[src/serial_config_loader_defines.vh]
// Constants shared by the serial configuration loader and its expander.
`ifndef SERIAL_CONFIG_LOADER_DEFINES_VH
`define SERIAL_CONFIG_LOADER_DEFINES_VH

// System clock period and serial clock half period, in nanoseconds.
`define SCL_MCLK_PERIOD_NS 20
`define SCL_CONFIG_SERIAL_CLOCK_HALF_NS   40

// Flash read commands for one-lane and four-lane fetch.
`define SCL_CMD_READ_X1    8'h03
`define SCL_CMD_READ_X4    8'h6b
`define SCL_CMD_BITS       32
`define SCL_START_ADDR     24'h000000
`define SCL_DUMMY_CYCLES   8

// Bytes of expanded image that complete a configuration.
`define SCL_IMAGE_BYTES    32'd4096

// Expander escape byte: followed by a count n, it stands for n+1 zero bytes.
`define SCL_ZERO_ESCAPE    8'h00

`endif

[src/serial_config_loader.v]
// Serial configuration intake: active fetch from flash, passive intake, flash bridge.
//
// Operation
// - In one-lane active mode one configuration bit is taken from the flash per serial clock cycle.
// - In four-lane active mode four configuration bits are taken in parallel per serial clock cycle.
// - In active mode the block itself makes the serial clock that times every flash transfer.
// - With compression on, the shorter stream is accepted and expanded to the full image.
// - While chip enable is held high the block keeps off all active serial lines.
// - While the reconfiguration request is low the block stays in its reset stage.
// - Loaded user logic may bridge boundary-scan commands and data through to the flash.
// - In active mode outputs launch on a serial clock fall and data are caught on the next fall.
// - The flash select output is driven low for the whole active access.
`timescale 1ns/100ps
`default_nettype none
`include "serial_config_loader_defines.vh"

module serial_config_loader #(
  parameter [31:0] IMAGE_BYTES = `SCL_IMAGE_BYTES,
  parameter [7:0]  DUMMY_CYCLES = `SCL_DUMMY_CYCLES
) (
  // Clock and reset.
  input  wire       mclk,
  input  wire       nrst,
  // Configuration pins from the board.
  input  wire       reconfig_request_low,
  input  wire       chip_enable_in_low,
  input  wire       active_serial_scheme,
  input  wire       quad_lane_select,
  input  wire       compress_enable,
  // Serial clock pin, two-way.
  input  wire       config_serial_clock_in,
  output reg        config_serial_clock_out,
  output reg        config_serial_clock_oe,
  // Flash select and command line.
  output reg        flash_select_out_low,
  output reg        flash_select_oe,
  output reg        flash_command_out,
  output reg        flash_command_oe,
  // Serial data lines; bit 0 is serial_data_line_zero, bit 1 serial_data_line_one.
  input  wire [3:0] serial_data_in,
  // Flash bridge from user logic and the boundary-scan side.
  input  wire       boundary_scan_flash_bridge,
  input  wire       bridge_clock_in,
  input  wire       bridge_select_low_in,
  input  wire       bridge_data_in,
  output reg        bridge_data_out,
  // Expanded configuration stream and status.
  output wire [7:0] config_byte,
  output wire       config_byte_valid,
  output reg        config_done
);

  // Serial clock half period in system clocks, at least one.
  localparam HALF_RAW = (`SCL_CONFIG_SERIAL_CLOCK_HALF_NS + `SCL_MCLK_PERIOD_NS - 1) / `SCL_MCLK_PERIOD_NS;
  localparam [3:0] HALF_CYCLES = (HALF_RAW < 1) ? 4'd1 : HALF_RAW[3:0];
  localparam [5:0] CMD_BITS = `SCL_CMD_BITS;

  // One-hot states.
  localparam [6:0] ST_RESET   = 7'h01;
  localparam [6:0] ST_HOLD    = 7'h02;
  localparam [6:0] ST_CMD     = 7'h04;
  localparam [6:0] ST_DUMMY   = 7'h08;
  localparam [6:0] ST_READ    = 7'h10;
  localparam [6:0] ST_PASSIVE = 7'h20;
  localparam [6:0] ST_DONE    = 7'h40;

  // Two-flop synchronisers for every pin from outside this clock's domain except boundary_scan_flash_bridge, which is used directly.
  reg [12:0] pin_meta;
  reg [12:0] pin_sync;
  always @(posedge mclk or negedge nrst) begin
    if (!nrst) begin
      // Idle levels: request high, serial clock high, bridge select high, so no false edge follows reset.
      pin_meta <= 13'h0821;
      pin_sync <= 13'h0821;
    end else begin
      pin_meta <= {bridge_data_in, bridge_select_low_in, bridge_clock_in, serial_data_in,
                   config_serial_clock_in, compress_enable, quad_lane_select,
                   active_serial_scheme, chip_enable_in_low, reconfig_request_low};
      pin_sync <= pin_meta;
    end
  end

  wire       req_low   = ~pin_sync[0];
  wire       ce_high   = pin_sync[1];
  wire       strap_as  = pin_sync[2];
  wire       strap_x4  = pin_sync[3];
  wire       strap_cmp = pin_sync[4];
  wire       link_clk  = pin_sync[5];
  wire [3:0] lane      = pin_sync[9:6];
  wire       br_clk    = pin_sync[10];
  wire       br_sel    = pin_sync[11];
  wire       br_data   = pin_sync[12];

  reg [6:0]  state;
  reg [1:0]  settle;
  reg        quad;
  reg        compress;
  reg        done_seen;
  reg [3:0]  div_cnt;
  reg        config_serial_clock;
  reg [31:0] cmd_shift;
  reg [5:0]  bit_cnt;
  reg [7:0]  rx_shift;
  reg [2:0]  rx_cnt;
  reg        pend;
  reg [7:0]  pend_byte;
  reg        link_prev;
  reg [31:0] byte_cnt;
  wire       exp_ready;

  wire as_run   = (state == ST_CMD) || (state == ST_DUMMY) || (state == ST_READ);
  // The clock pauses while a byte waits, so a long zero run never loses flash data.
  wire tick     = as_run && !pend && (div_cnt == HALF_CYCLES - 4'd1);
  wire fall     = tick && config_serial_clock;
  wire link_up  = link_clk && !link_prev;
  wire rx_last  = quad ? (rx_cnt == 3'd1) : (rx_cnt == 3'd7);
  wire [7:0] rx_next = quad ? {lane, rx_shift[7:4]} : {lane[1], rx_shift[7:1]};
  wire last_out = config_byte_valid && (byte_cnt == IMAGE_BYTES - 32'd1);
  wire bridge_on = (state == ST_DONE) && boundary_scan_flash_bridge && !ce_high;

  // Serial clock divider; the block is the clock's only source in active mode.
  always @(posedge mclk or negedge nrst) begin
    if (!nrst) begin
      div_cnt <= 4'd0;
      config_serial_clock    <= 1'b1;
    end else if (!as_run) begin
      div_cnt <= 4'd0;
      config_serial_clock    <= 1'b1;
    end else if (!pend) begin
      if (tick) begin
        div_cnt <= 4'd0;
        config_serial_clock    <= ~config_serial_clock;
      end else begin
        div_cnt <= div_cnt + 4'd1;
      end
    end
  end

  // Sequencer: reset stage, hold-off, command, dummy, read, passive intake and done.
  always @(posedge mclk or negedge nrst) begin
    if (!nrst) begin
      state     <= ST_RESET;
      settle    <= 2'd0;
      quad      <= 1'b0;
      compress  <= 1'b0;
      done_seen <= 1'b0;
      cmd_shift <= 32'h0;
      bit_cnt   <= 6'd0;
      rx_shift  <= 8'h00;
      rx_cnt    <= 3'd0;
      pend      <= 1'b0;
      pend_byte <= 8'h00;
      link_prev <= 1'b1;
      byte_cnt  <= 32'h0;
      flash_command_out    <= 1'b1;
      flash_select_out_low <= 1'b1;
    end else begin
      link_prev <= link_clk;
      if (pend && exp_ready) begin
        pend <= 1'b0;
      end
      if (config_byte_valid) begin
        byte_cnt <= byte_cnt + 32'd1;
      end
      if (req_low) begin
        state                <= ST_RESET;
        settle               <= 2'd0;
        done_seen            <= 1'b0;
        pend                 <= 1'b0;
        flash_select_out_low <= 1'b1;
      end else if (last_out) begin
        state                <= ST_DONE;
        done_seen            <= 1'b1;
        flash_select_out_low <= 1'b1;
      end else begin
        case (state)
          ST_RESET: begin
            // Straps are caught here; the wait lets the synchronisers fill with real pin levels first.
            quad      <= strap_x4;
            compress  <= strap_cmp;
            byte_cnt  <= 32'h0;
            bit_cnt   <= 6'd0;
            rx_cnt    <= 3'd0;
            cmd_shift <= {(strap_x4 ? `SCL_CMD_READ_X4 : `SCL_CMD_READ_X1), `SCL_START_ADDR};
            if (settle != 2'd3) begin
              settle <= settle + 2'd1;
            end else if (done_seen) begin
              state <= ST_DONE;
            end else if (ce_high) begin
              state <= ST_HOLD;
            end else if (strap_as) begin
              state <= ST_CMD;
            end else begin
              state <= ST_PASSIVE;
            end
          end
          ST_HOLD: begin
            if (!ce_high) begin
              state <= ST_RESET;
            end
          end
          ST_CMD: begin
            if (ce_high) begin
              state                <= ST_HOLD;
              flash_select_out_low <= 1'b1;
            end else if (fall) begin
              flash_select_out_low <= 1'b0;
              if (bit_cnt != CMD_BITS) begin
                flash_command_out <= cmd_shift[31];
                cmd_shift         <= {cmd_shift[30:0], 1'b0};
                bit_cnt           <= bit_cnt + 6'd1;
              end else begin
                bit_cnt <= 6'd0;
                state   <= quad ? ST_DUMMY : ST_READ;
              end
            end
          end
          ST_DUMMY: begin
            if (ce_high) begin
              state                <= ST_HOLD;
              flash_select_out_low <= 1'b1;
            end else if (fall) begin
              if (bit_cnt == DUMMY_CYCLES[5:0] - 6'd1) begin
                state <= ST_READ;
              end
              bit_cnt <= bit_cnt + 6'd1;
            end
          end
          ST_READ: begin
            if (ce_high) begin
              state                <= ST_HOLD;
              flash_select_out_low <= 1'b1;
            end else if (fall) begin
              // One lane gives one bit per fall, four lanes give a nibble.
              rx_shift <= rx_next;
              rx_cnt   <= rx_last ? 3'd0 : rx_cnt + 3'd1;
              if (rx_last) begin
                pend      <= 1'b1;
                pend_byte <= rx_next;
              end
            end
          end
          ST_PASSIVE: begin
            // The host cannot be stalled; it must pace bytes behind zero runs.
            if (link_up) begin
              rx_shift <= {lane[0], rx_shift[7:1]};
              rx_cnt   <= rx_cnt + 3'd1;
              if (rx_cnt == 3'd7) begin
                pend      <= 1'b1;
                pend_byte <= {lane[0], rx_shift[7:1]};
              end
            end
          end
          ST_DONE: begin
            // Once done, the bridge steers select and command from its synced pins.
            if (bridge_on) begin
              flash_select_out_low <= br_sel;
              flash_command_out    <= br_data;
            end else begin
              flash_select_out_low <= 1'b1;
            end
          end
          default: begin
            state <= ST_RESET;
          end
        endcase
      end
    end
  end

  // Pin drivers: active fetch owns the flash lines, the bridge owns them once done.
  always @(posedge mclk or negedge nrst) begin
    if (!nrst) begin
      config_serial_clock_out <= 1'b1;
      config_serial_clock_oe  <= 1'b0;
      flash_select_oe         <= 1'b0;
      flash_command_oe        <= 1'b0;
      bridge_data_out         <= 1'b0;
      config_done             <= 1'b0;
    end else begin
      config_done <= (state == ST_DONE) && !req_low;
      if (as_run && !ce_high && !req_low) begin
        config_serial_clock_out <= config_serial_clock;
        config_serial_clock_oe  <= 1'b1;
        flash_select_oe         <= 1'b1;
        flash_command_oe        <= 1'b1;
      end else if (state == ST_DONE && boundary_scan_flash_bridge && !ce_high) begin
        config_serial_clock_out <= br_clk;
        config_serial_clock_oe  <= 1'b1;
        flash_select_oe         <= 1'b1;
        flash_command_oe        <= 1'b1;
      end else begin
        config_serial_clock_out <= 1'b1;
        config_serial_clock_oe  <= 1'b0;
        flash_select_oe         <= 1'b0;
        flash_command_oe        <= 1'b0;
      end
      bridge_data_out <= lane[1];
    end
  end

  config_expander u_expander (
    .mclk            (mclk),
    .nrst            (nrst),
    .compress_enable (compress),
    .in_data         (pend_byte),
    .in_valid        (pend),
    .in_ready        (exp_ready),
    .out_data        (config_byte),
    .out_valid       (config_byte_valid)
  );

endmodule // serial_config_loader
`default_nettype wire

[src/config_expander.v]
// Byte expander that turns a compressed configuration stream into the full image.
`timescale 1ns/100ps
`default_nettype none
`include "serial_config_loader_defines.vh"

module config_expander (
  // Clock and reset.
  input  wire       mclk,
  input  wire       nrst,
  // Mode.
  input  wire       compress_enable,
  // Compressed byte in.
  input  wire [7:0] in_data,
  input  wire       in_valid,
  output wire       in_ready,
  // Expanded byte out.
  output reg  [7:0] out_data,
  output reg        out_valid
);

  reg [7:0] run_left;
  reg       want_count;

  // A zero run in progress blocks intake; the loader stalls its clock on this.
  assign in_ready = (run_left == 8'h00);

  // Literal bytes pass; an escape and its count unfold into a run of zeros.
  always @(posedge mclk or negedge nrst) begin
    if (!nrst) begin
      run_left   <= 8'h00;
      want_count <= 1'b0;
      out_data   <= 8'h00;
      out_valid  <= 1'b0;
    end else begin
      out_valid <= 1'b0;
      if (run_left != 8'h00) begin
        out_data  <= 8'h00;
        out_valid <= 1'b1;
        run_left  <= run_left - 8'h01;
      end else if (in_valid) begin
        if (want_count) begin
          want_count <= 1'b0;
          out_data   <= 8'h00;
          out_valid  <= 1'b1;
          run_left   <= in_data;
        end else if (compress_enable && in_data == `SCL_ZERO_ESCAPE) begin
          want_count <= 1'b1;
        end else begin
          out_data  <= in_data;
          out_valid <= 1'b1;
        end
      end
    end
  end

endmodule // config_expander
`default_nettype wire

[config.mk]
export PLATFORM = sky130hd
export DESIGN_NAME = serial_config_loader
export DESIGN_NICKNAME = d
export VERILOG_FILES = /design/src/serial_config_loader.v /design/src/config_expander.v
export VERILOG_INCLUDE_DIRS = /design/src
export SDC_FILE = /design/constraint.sdc
export NUM_CORES = 1
export LEC_CHECK = 0
export ABC_AREA = 1
export BUFFER_PORTS_ARGS = -buffer_cell sky130_fd_sc_hd__buf_4
export CORE_ASPECT_RATIO = 1.75
export CORE_MARGIN = 4
export CORE_UTILIZATION = 40
export CTS_CLUSTER_DIAMETER = 150
export DETAILED_ROUTE_END_ITERATION = 12
export HOLD_SLACK_MARGIN = 0.15
export SKIP_CTS_REPAIR_TIMING = 1
export SKIP_LAST_GASP = 1
export SLEW_MARGIN = 20
export SYNTH_ARGS = -nofsm -noshare
export SYNTH_HDL_FRONTEND = slang
export SYNTH_SLANG_ARGS = --single-unit
[constraint.sdc]
create_clock -name mclk -period 2.5 [get_ports mclk]
set_input_delay 0.5 -clock mclk [delete_from_list [all_inputs] [get_ports mclk]]
set_output_delay 0.5 -clock mclk [all_outputs]
set_load 0.03 [all_outputs]
; After elaboration in Yosys (flattened, before gate mapping)
; Index checks and enable logic that the tools add are counted.
[totals]
register_bits = 158
input_bits = 16
out_inout_bits = 17
word_cells = 219
[op_classes]
add_sub_neg = 6
n_eq_ne = 42
n_mux = 98
n_bitwise = 3
reduce_logical = 43
[ops]
columns = cell, n
row1 = 32-bit 2-to-1 mux, 7
row2 = 8-bit 2-to-1 mux, 16
row3 = 7-bit 2-to-1 mux, 13
row4 = 32-bit one-hot mux with 2 select lines, 1
row5 = 6-bit 2-to-1 mux, 7
row6 = 7-bit one-hot mux with 6 select lines, 1
row7 = 1-bit 2-to-1 mux, 34
row8 = "32-bit by 1-bit adder with 32-bit output, second input constant", 1
row9 = "32-bit by 12-bit == test with 1-bit output, second input constant", 1
row10 = 8-bit one-hot mux with 2 select lines, 2
row11 = "2-bit inequality test, second input constant", 13
row12 = 6-bit one-hot mux with 3 select lines, 1
row13 = 6-bit AND reduction, 3
row14 = 8-bit zero test, 2
row15 = 8-bit AND reduction, 2
row16 = "5-bit inequality test, second input constant", 3
row17 = 7-bit AND reduction, 2
row18 = 1-bit logical AND, 12
row19 = 3-bit 2-to-1 mux, 4
row20 = 4-bit 2-to-1 mux, 3
row21 = "4-bit inequality test, second input constant", 3
row22 = "2-bit by 1-bit inequality test with 1-bit output, second input constant", 5
row23 = 2-bit nonzero test, 5
row24 = 3-bit one-hot mux with 3 select lines, 1
row25 = other kinds (34), 50

; Longest topological paths before layout
[depth]
word_depth = 11
depth_mapped = 13
ltp_nobuf = 13

; Hierarchy
; A second synthesis with hierarchy kept.
[hier_totals]
hier_cells = 886
hier_area_um2 = 6999.2
[modules_own_cells]
columns = mod, n_inst, cells_per_inst, area_per_inst_um2, seq_area_each_um2
row1 = serial_config_loader, 1, 750, 5962.0, 2892.8
row2 = config_expander, 1, 136, 1037.2, 450.4

; Least setup slack after synthesis
; No wires, ideal clock.
[synth_path]
path_type = register -> register
startpoint = register u_expander.run_left[0]
endpoint = register u_expander.run_left[4]
setup_time_ns = 0.121
arrival_ns = 1.721
required_ns = 2.379
path_slack_ns = 0.658
path_stages_with_launch = 11
n_path_buf = 0
period_less_slack_ns = 1.842
cell_sequence = dfrtp_1 -> inv_1 -> ha_1 -> inv_1 -> nor2_1 -> nand2_1 -> nor2_2 -> nand4_4 -> a21oi_1 -> inv_1 -> a22o_1
[synth_between]
elab_chain_len = 3
elab_cells_between_ends = 6
classes_between = add/sub: 1 / mux: 1 / reduce/logical: 4
[synth_lines]
columns = element, line_no
row1 = from (decl), config_expander.v:21  ; reg [7:0] run_left;
row2 = from (signal assigned), config_expander.v:39  ; run_left <= run_left - 8'h01;
row3 = from (signal assigned), config_expander.v:45  ; run_left <= in_data;
row4 = branches (longest 3 deep; another with 8-bit by 1-bit subtractor with 8-bit output), n/a
; Parallel ways; which one is timed is not known.
; A chain may end at the register's enable or synchronous reset.

; Final worst setup path
[layout_path]
startpoint = register u_expander.run_left[0]
endpoint = register u_expander.out_data[4]
[layout_between]
elab_chain_len = 3
elab_cells_between_ends = 5
classes_between = eq/ne: 1 / mux: 1 / reduce/logical: 3
[layout_lines]
columns = element, line_no
row1 = 8-bit nonzero test *, config_expander.v:36  ; if (run_left != 8'h00) begin
row2 = 3-bit by 1-bit inequality test with 1-bit output (no source line) / 2-bit nonzero test (equally long branches), n/a
row3 = 2-bit AND reduction (no source line), n/a
row4 = to (signal assigned), config_expander.v:49  ; out_data <= in_data;
row5 = to (decl), config_expander.v:17  ; output reg [7:0] out_data,
; Every way passes the cells marked *; elsewhere a longest branch is shown, timed or not.

==> flow_metrics.env <==
export IMPL_cp_data_arrival_time_ns=2.40
export IMPL_place_port_buffers=32
export IMPL_cts_tree="done"
export IMPL_crit_path_start="u_expander.run_left[0]"
export IMPL_grt_pass1_vias=5445
export IMPL_cp_depth=11
export IMPL_whs_path_depth=1
export IMPL_p_leak_nw=3.86
export IMPL_htree_levels=4
export IMPL_drv_slew=0
export IMPL_grt_max_degree=58
export IMPL_antenna_cells=0
export IMPL_whs_ns=0.184
export IMPL_syn2layout_area_growth_pct=17.4
export IMPL_power_density_mw_per_mm2=765
export IMPL_crit_chain="inv_1, ha_1, inv_1, nor2_1, nand2_1, nor2_2, nand4_4, nor2_1, nand4_1, nand2_2, o21ai_0"
export IMPL_setup_viol=0
export IMPL_ys_ff_latch=133
export IMPL_grt_pass1_wl_um=25700
export IMPL_row_count=62
export IMPL_grt_remaining_overflow=0
export IMPL_maxCapViolCount=0
export IMPL_start_util=0.410
export IMPL_slew_headroom=0.634
export IMPL_rrSetupSlack_ns=0.38
export IMPL_period_share=0.848
export IMPL_cts_buffers=17
export IMPL_antenna_found_initial=0
export IMPL_end_kind="flip-flop"
export IMPL_syn_nets=847
export IMPL_die_x_um=107
export IMPL_clock_root_buffer="clkbuf_16"
export IMPL_drive_gt1_frac=0.172
export IMPL_core_mm2=0.0166
export IMPL_synth_cell_types=43
export IMPL_reg2reg_depth=11
export IMPL_status="complete, no violations"
export IMPL_reg2reg_from="u_expander.run_left[0]"
export IMPL_path_delay_family="simple AND/OR/NAND/NOR gates"
export IMPL_max_clock_path_buffers=2
export IMPL_async_flop_share=1.00
export IMPL_grt_setup_unrepaired="no"
export IMPL_cpPeakStageDelay_ns=0.37
export IMPL_gp_congestion=0.865
export IMPL_clock_latency_ns=0.42
export IMPL_clock_sinks=133
export IMPL_crit_end="u_expander.out_data[4]"
export IMPL_min_period_ns=2.12
export IMPL_drc=0
export IMPL_nets=898
export IMPL_syn_cell_area_mm2=0.00681
export IMPL_io_pins=33
export IMPL_dieArea_mm2=0.0193
export IMPL_cp_start_kind="flip-flop"
export IMPL_grt_use_total=0.168
export IMPL_dr_first_iter_drc_count=217
export IMPL_hold_viol=0
export IMPL_tightest_slew_ns=0.545
export IMPL_synth_edff_count=0
export IMPL_routed_wl_um=15300
export IMPL_die_h_um=181
export IMPL_ir_drop_v=0.000366
export IMPL_first_pass_iters=4
export IMPL_cpMaxStageDelayCell="dfrtp_1"
export IMPL_critPathMaxFanout=17
export IMPL_syn_area_per_cell_um2=8.29
export IMPL_crit_type="reg -> reg"
export IMPL_worst_path_buf_inv=2
export IMPL_fin_tns_setup_ns=0
export IMPL_r2r_end="u_expander.out_data[4]"
export IMPL_hp_class="in -> reg"
export IMPL_cts_clk_slew_worst_paths_ns=0.06
export IMPL_ant_nets=0
export IMPL_finalNonFillerCells=1109
export IMPL_required_ns=2.78
export IMPL_ys_flop_type="dfrtp_1"
export IMPL_yosys_warnings=0
export IMPL_syn_instance_count=821
export IMPL_synth_seq_area_share=0.491
export IMPL_via_count=5351
export IMPL_dp_hpwl_um=11700
export IMPL_max_freq_ghz=0.472
export IMPL_clock_skew_final_ns=0.00840
export IMPL_avgRoutedWirePerCell_um=13.8
export IMPL_viasPerCell=4.83
export IMPL_dp_cells=1076
[state kept, by name, indices dropped and copies added (netlist names), 2 cells and up]
signal,flops
byte_cnt,32
settle,2
pend_byte,8
rx_shift,7
u_expander.out_data,8
div_cnt,4
cmd_shift,8
state,7
pin_meta,13
pin_sync,13
u_expander.run_left,8
bit_cnt,6
rx_cnt,3
[through the flow]
step / cell area, um2 / total power [mW] / util / worst slack (ns)
global route: 7990 / 6.43 / 0.481 / 0.143
global placement: 7360 / 3.54 / 0.443 / 0.455
CTS: 7980 / 6.21 / 0.481 / 0.342
finish: 7990 / 6.12 / 0.481 / 0.381
floorplan: 6810 / 3.21 / - / 0.658
detailed placement: 7360 / 3.54 / 0.443 / 0.417
[power by group]
part / leakage [nW] / switching (mW) / internal [mW] / total [mW]
logic: 1.82 / 0.703 / 0.337 / 1.04
registers: 1.75 / 0.126 / 2.33 / 2.45
clock network: 0.293 / 0.930 / 1.69 / 2.62
total: 3.86 / 1.76 / 4.36 / 6.12
[layout by cell type (no fill, tap or decap), drive strengths merged]
cell,Yosys,final
xnor2,4,4
o211ai,3,3
a21oi,14,14
dlygate4sd3,0,1
and3,1,1
bufinv,0,4
clkbuf,3,20
nand2,214,214
a31oi,2,2
ha,10,10
nor2,117,117
nand2b,1,1
nand4,21,21
dfrtp,121,121
clkinvlp,0,4
dfstp,12,12
o21ai,67,67
o22ai,1,1
nand3,54,54
nor3,23,23
buf,10,44
o21bai,2,2
xor2,24,24
a22o,1,1
nand3b,2,2
clkinv,0,3
o31ai,2,2
o21a,1,1
nor4,1,1
inv,98,99
or2,6,6
mux2i,6,6
[worst register-to-register path, stage by stage, from the launching register on]
cell and delay [ns]:
dfrtp_1 0.37, inv_1 0.10, ha_1 0.17, inv_1 0.04
nor2_1 0.11, nand2_1 0.09, nor2_2 0.17, nand4_4 0.18
nor2_1 0.20, nand4_1 0.16, nand2_2 0.26, o21ai_0 0.13
[per-layer routing]
layer,up-vias,GRT usage,routed length (um)
li1,2735,-,-
met1,2519,0.172,5870
met2,67,0.318,8600
met3,30,0.0337,321
met4,0,0.0809,499
met5,-,0,0
[cell usage after synthesis (2+ instances only)]
| master | instances | area (um2) |
|---|---|---|
| nor2_1 | 105 | 394 |
| nand2_2 | 8 | 50.1 |
| buf_4 | 3 | 22.5 |
| xor2_1 | 24 | 210 |
| nand2_4 | 5 | 56.3 |
| xnor2_1 | 4 | 35.0 |
| nand3_1 | 51 | 255 |
| o21ai_1 | 4 | 20.0 |
| a21oi_1 | 14 | 70.1 |
| o211ai_1 | 3 | 22.5 |
| buf_6 | 3 | 33.8 |
| dfstp_2 | 12 | 315 |
| nor3_1 | 21 | 105 |
| o31ai_1 | 2 | 15.0 |
| nor3_2 | 2 | 20.0 |
| a31oi_1 | 2 | 12.5 |
| or2_2 | 6 | 37.5 |
| nand2_1 | 201 | 754 |
| nand3_4 | 3 | 52.6 |
| clkbuf_1 | 3 | 11.3 |
| buf_2 | 4 | 20.0 |
| inv_2 | 8 | 30.0 |
| dfrtp_1 | 121 | 3030 |
| inv_1 | 89 | 334 |
| nor2_4 | 2 | 22.5 |
| mux2i_1 | 6 | 60.1 |
| o21ai_2 | 18 | 158 |
| o21bai_1 | 2 | 15.0 |
| ha_1 | 10 | 125 |
| o21ai_0 | 44 | 220 |
| nand4_1 | 20 | 125 |
| nor2_2 | 10 | 62.6 |
[final cells by class]
cell class	count	area (um2)
Fill cell	1670	8610
Sequential cell	133	3340
Multi-Input combinational cell	577	3010
Clock buffer	20	447
Inverter	98	370
Timing Repair Buffer	45	369
Tap cell	224	280
Clock inverter	12	178
[logic make-up after synthesis]
group / after synthesis / synth area share
AND/OR/NAND/NOR: 440 / 0.294
flip-flops: 133 / 0.491
buffers and inverters: 111 / 0.0673
AO/OA/AOI/OAI: 93 / 0.0840
XOR/XNOR: 28 / 0.0360
adder cells (fa/ha/maj): 10 / 0.0184
multiplexers: 6 / 0.00882
[how the worst min path moves through the flow]
stage / from / end / slack [ns]
3_3_place_gp: pin_meta[1] / pin_sync[1] / 0.33
3_5_place_dp: pin_meta[3] / pin_sync[3] / 0.33
2_1_floorplan: nrst / bit_cnt[0] / 0.20
5_1_grt: config_serial_clock_in / pin_meta[5] / 0.17
4_1_cts: nrst / byte_cnt[23] / 0.06
6_report: config_serial_clock_in / pin_meta[5] / 0.18
(Power assumes the default switching activity.)
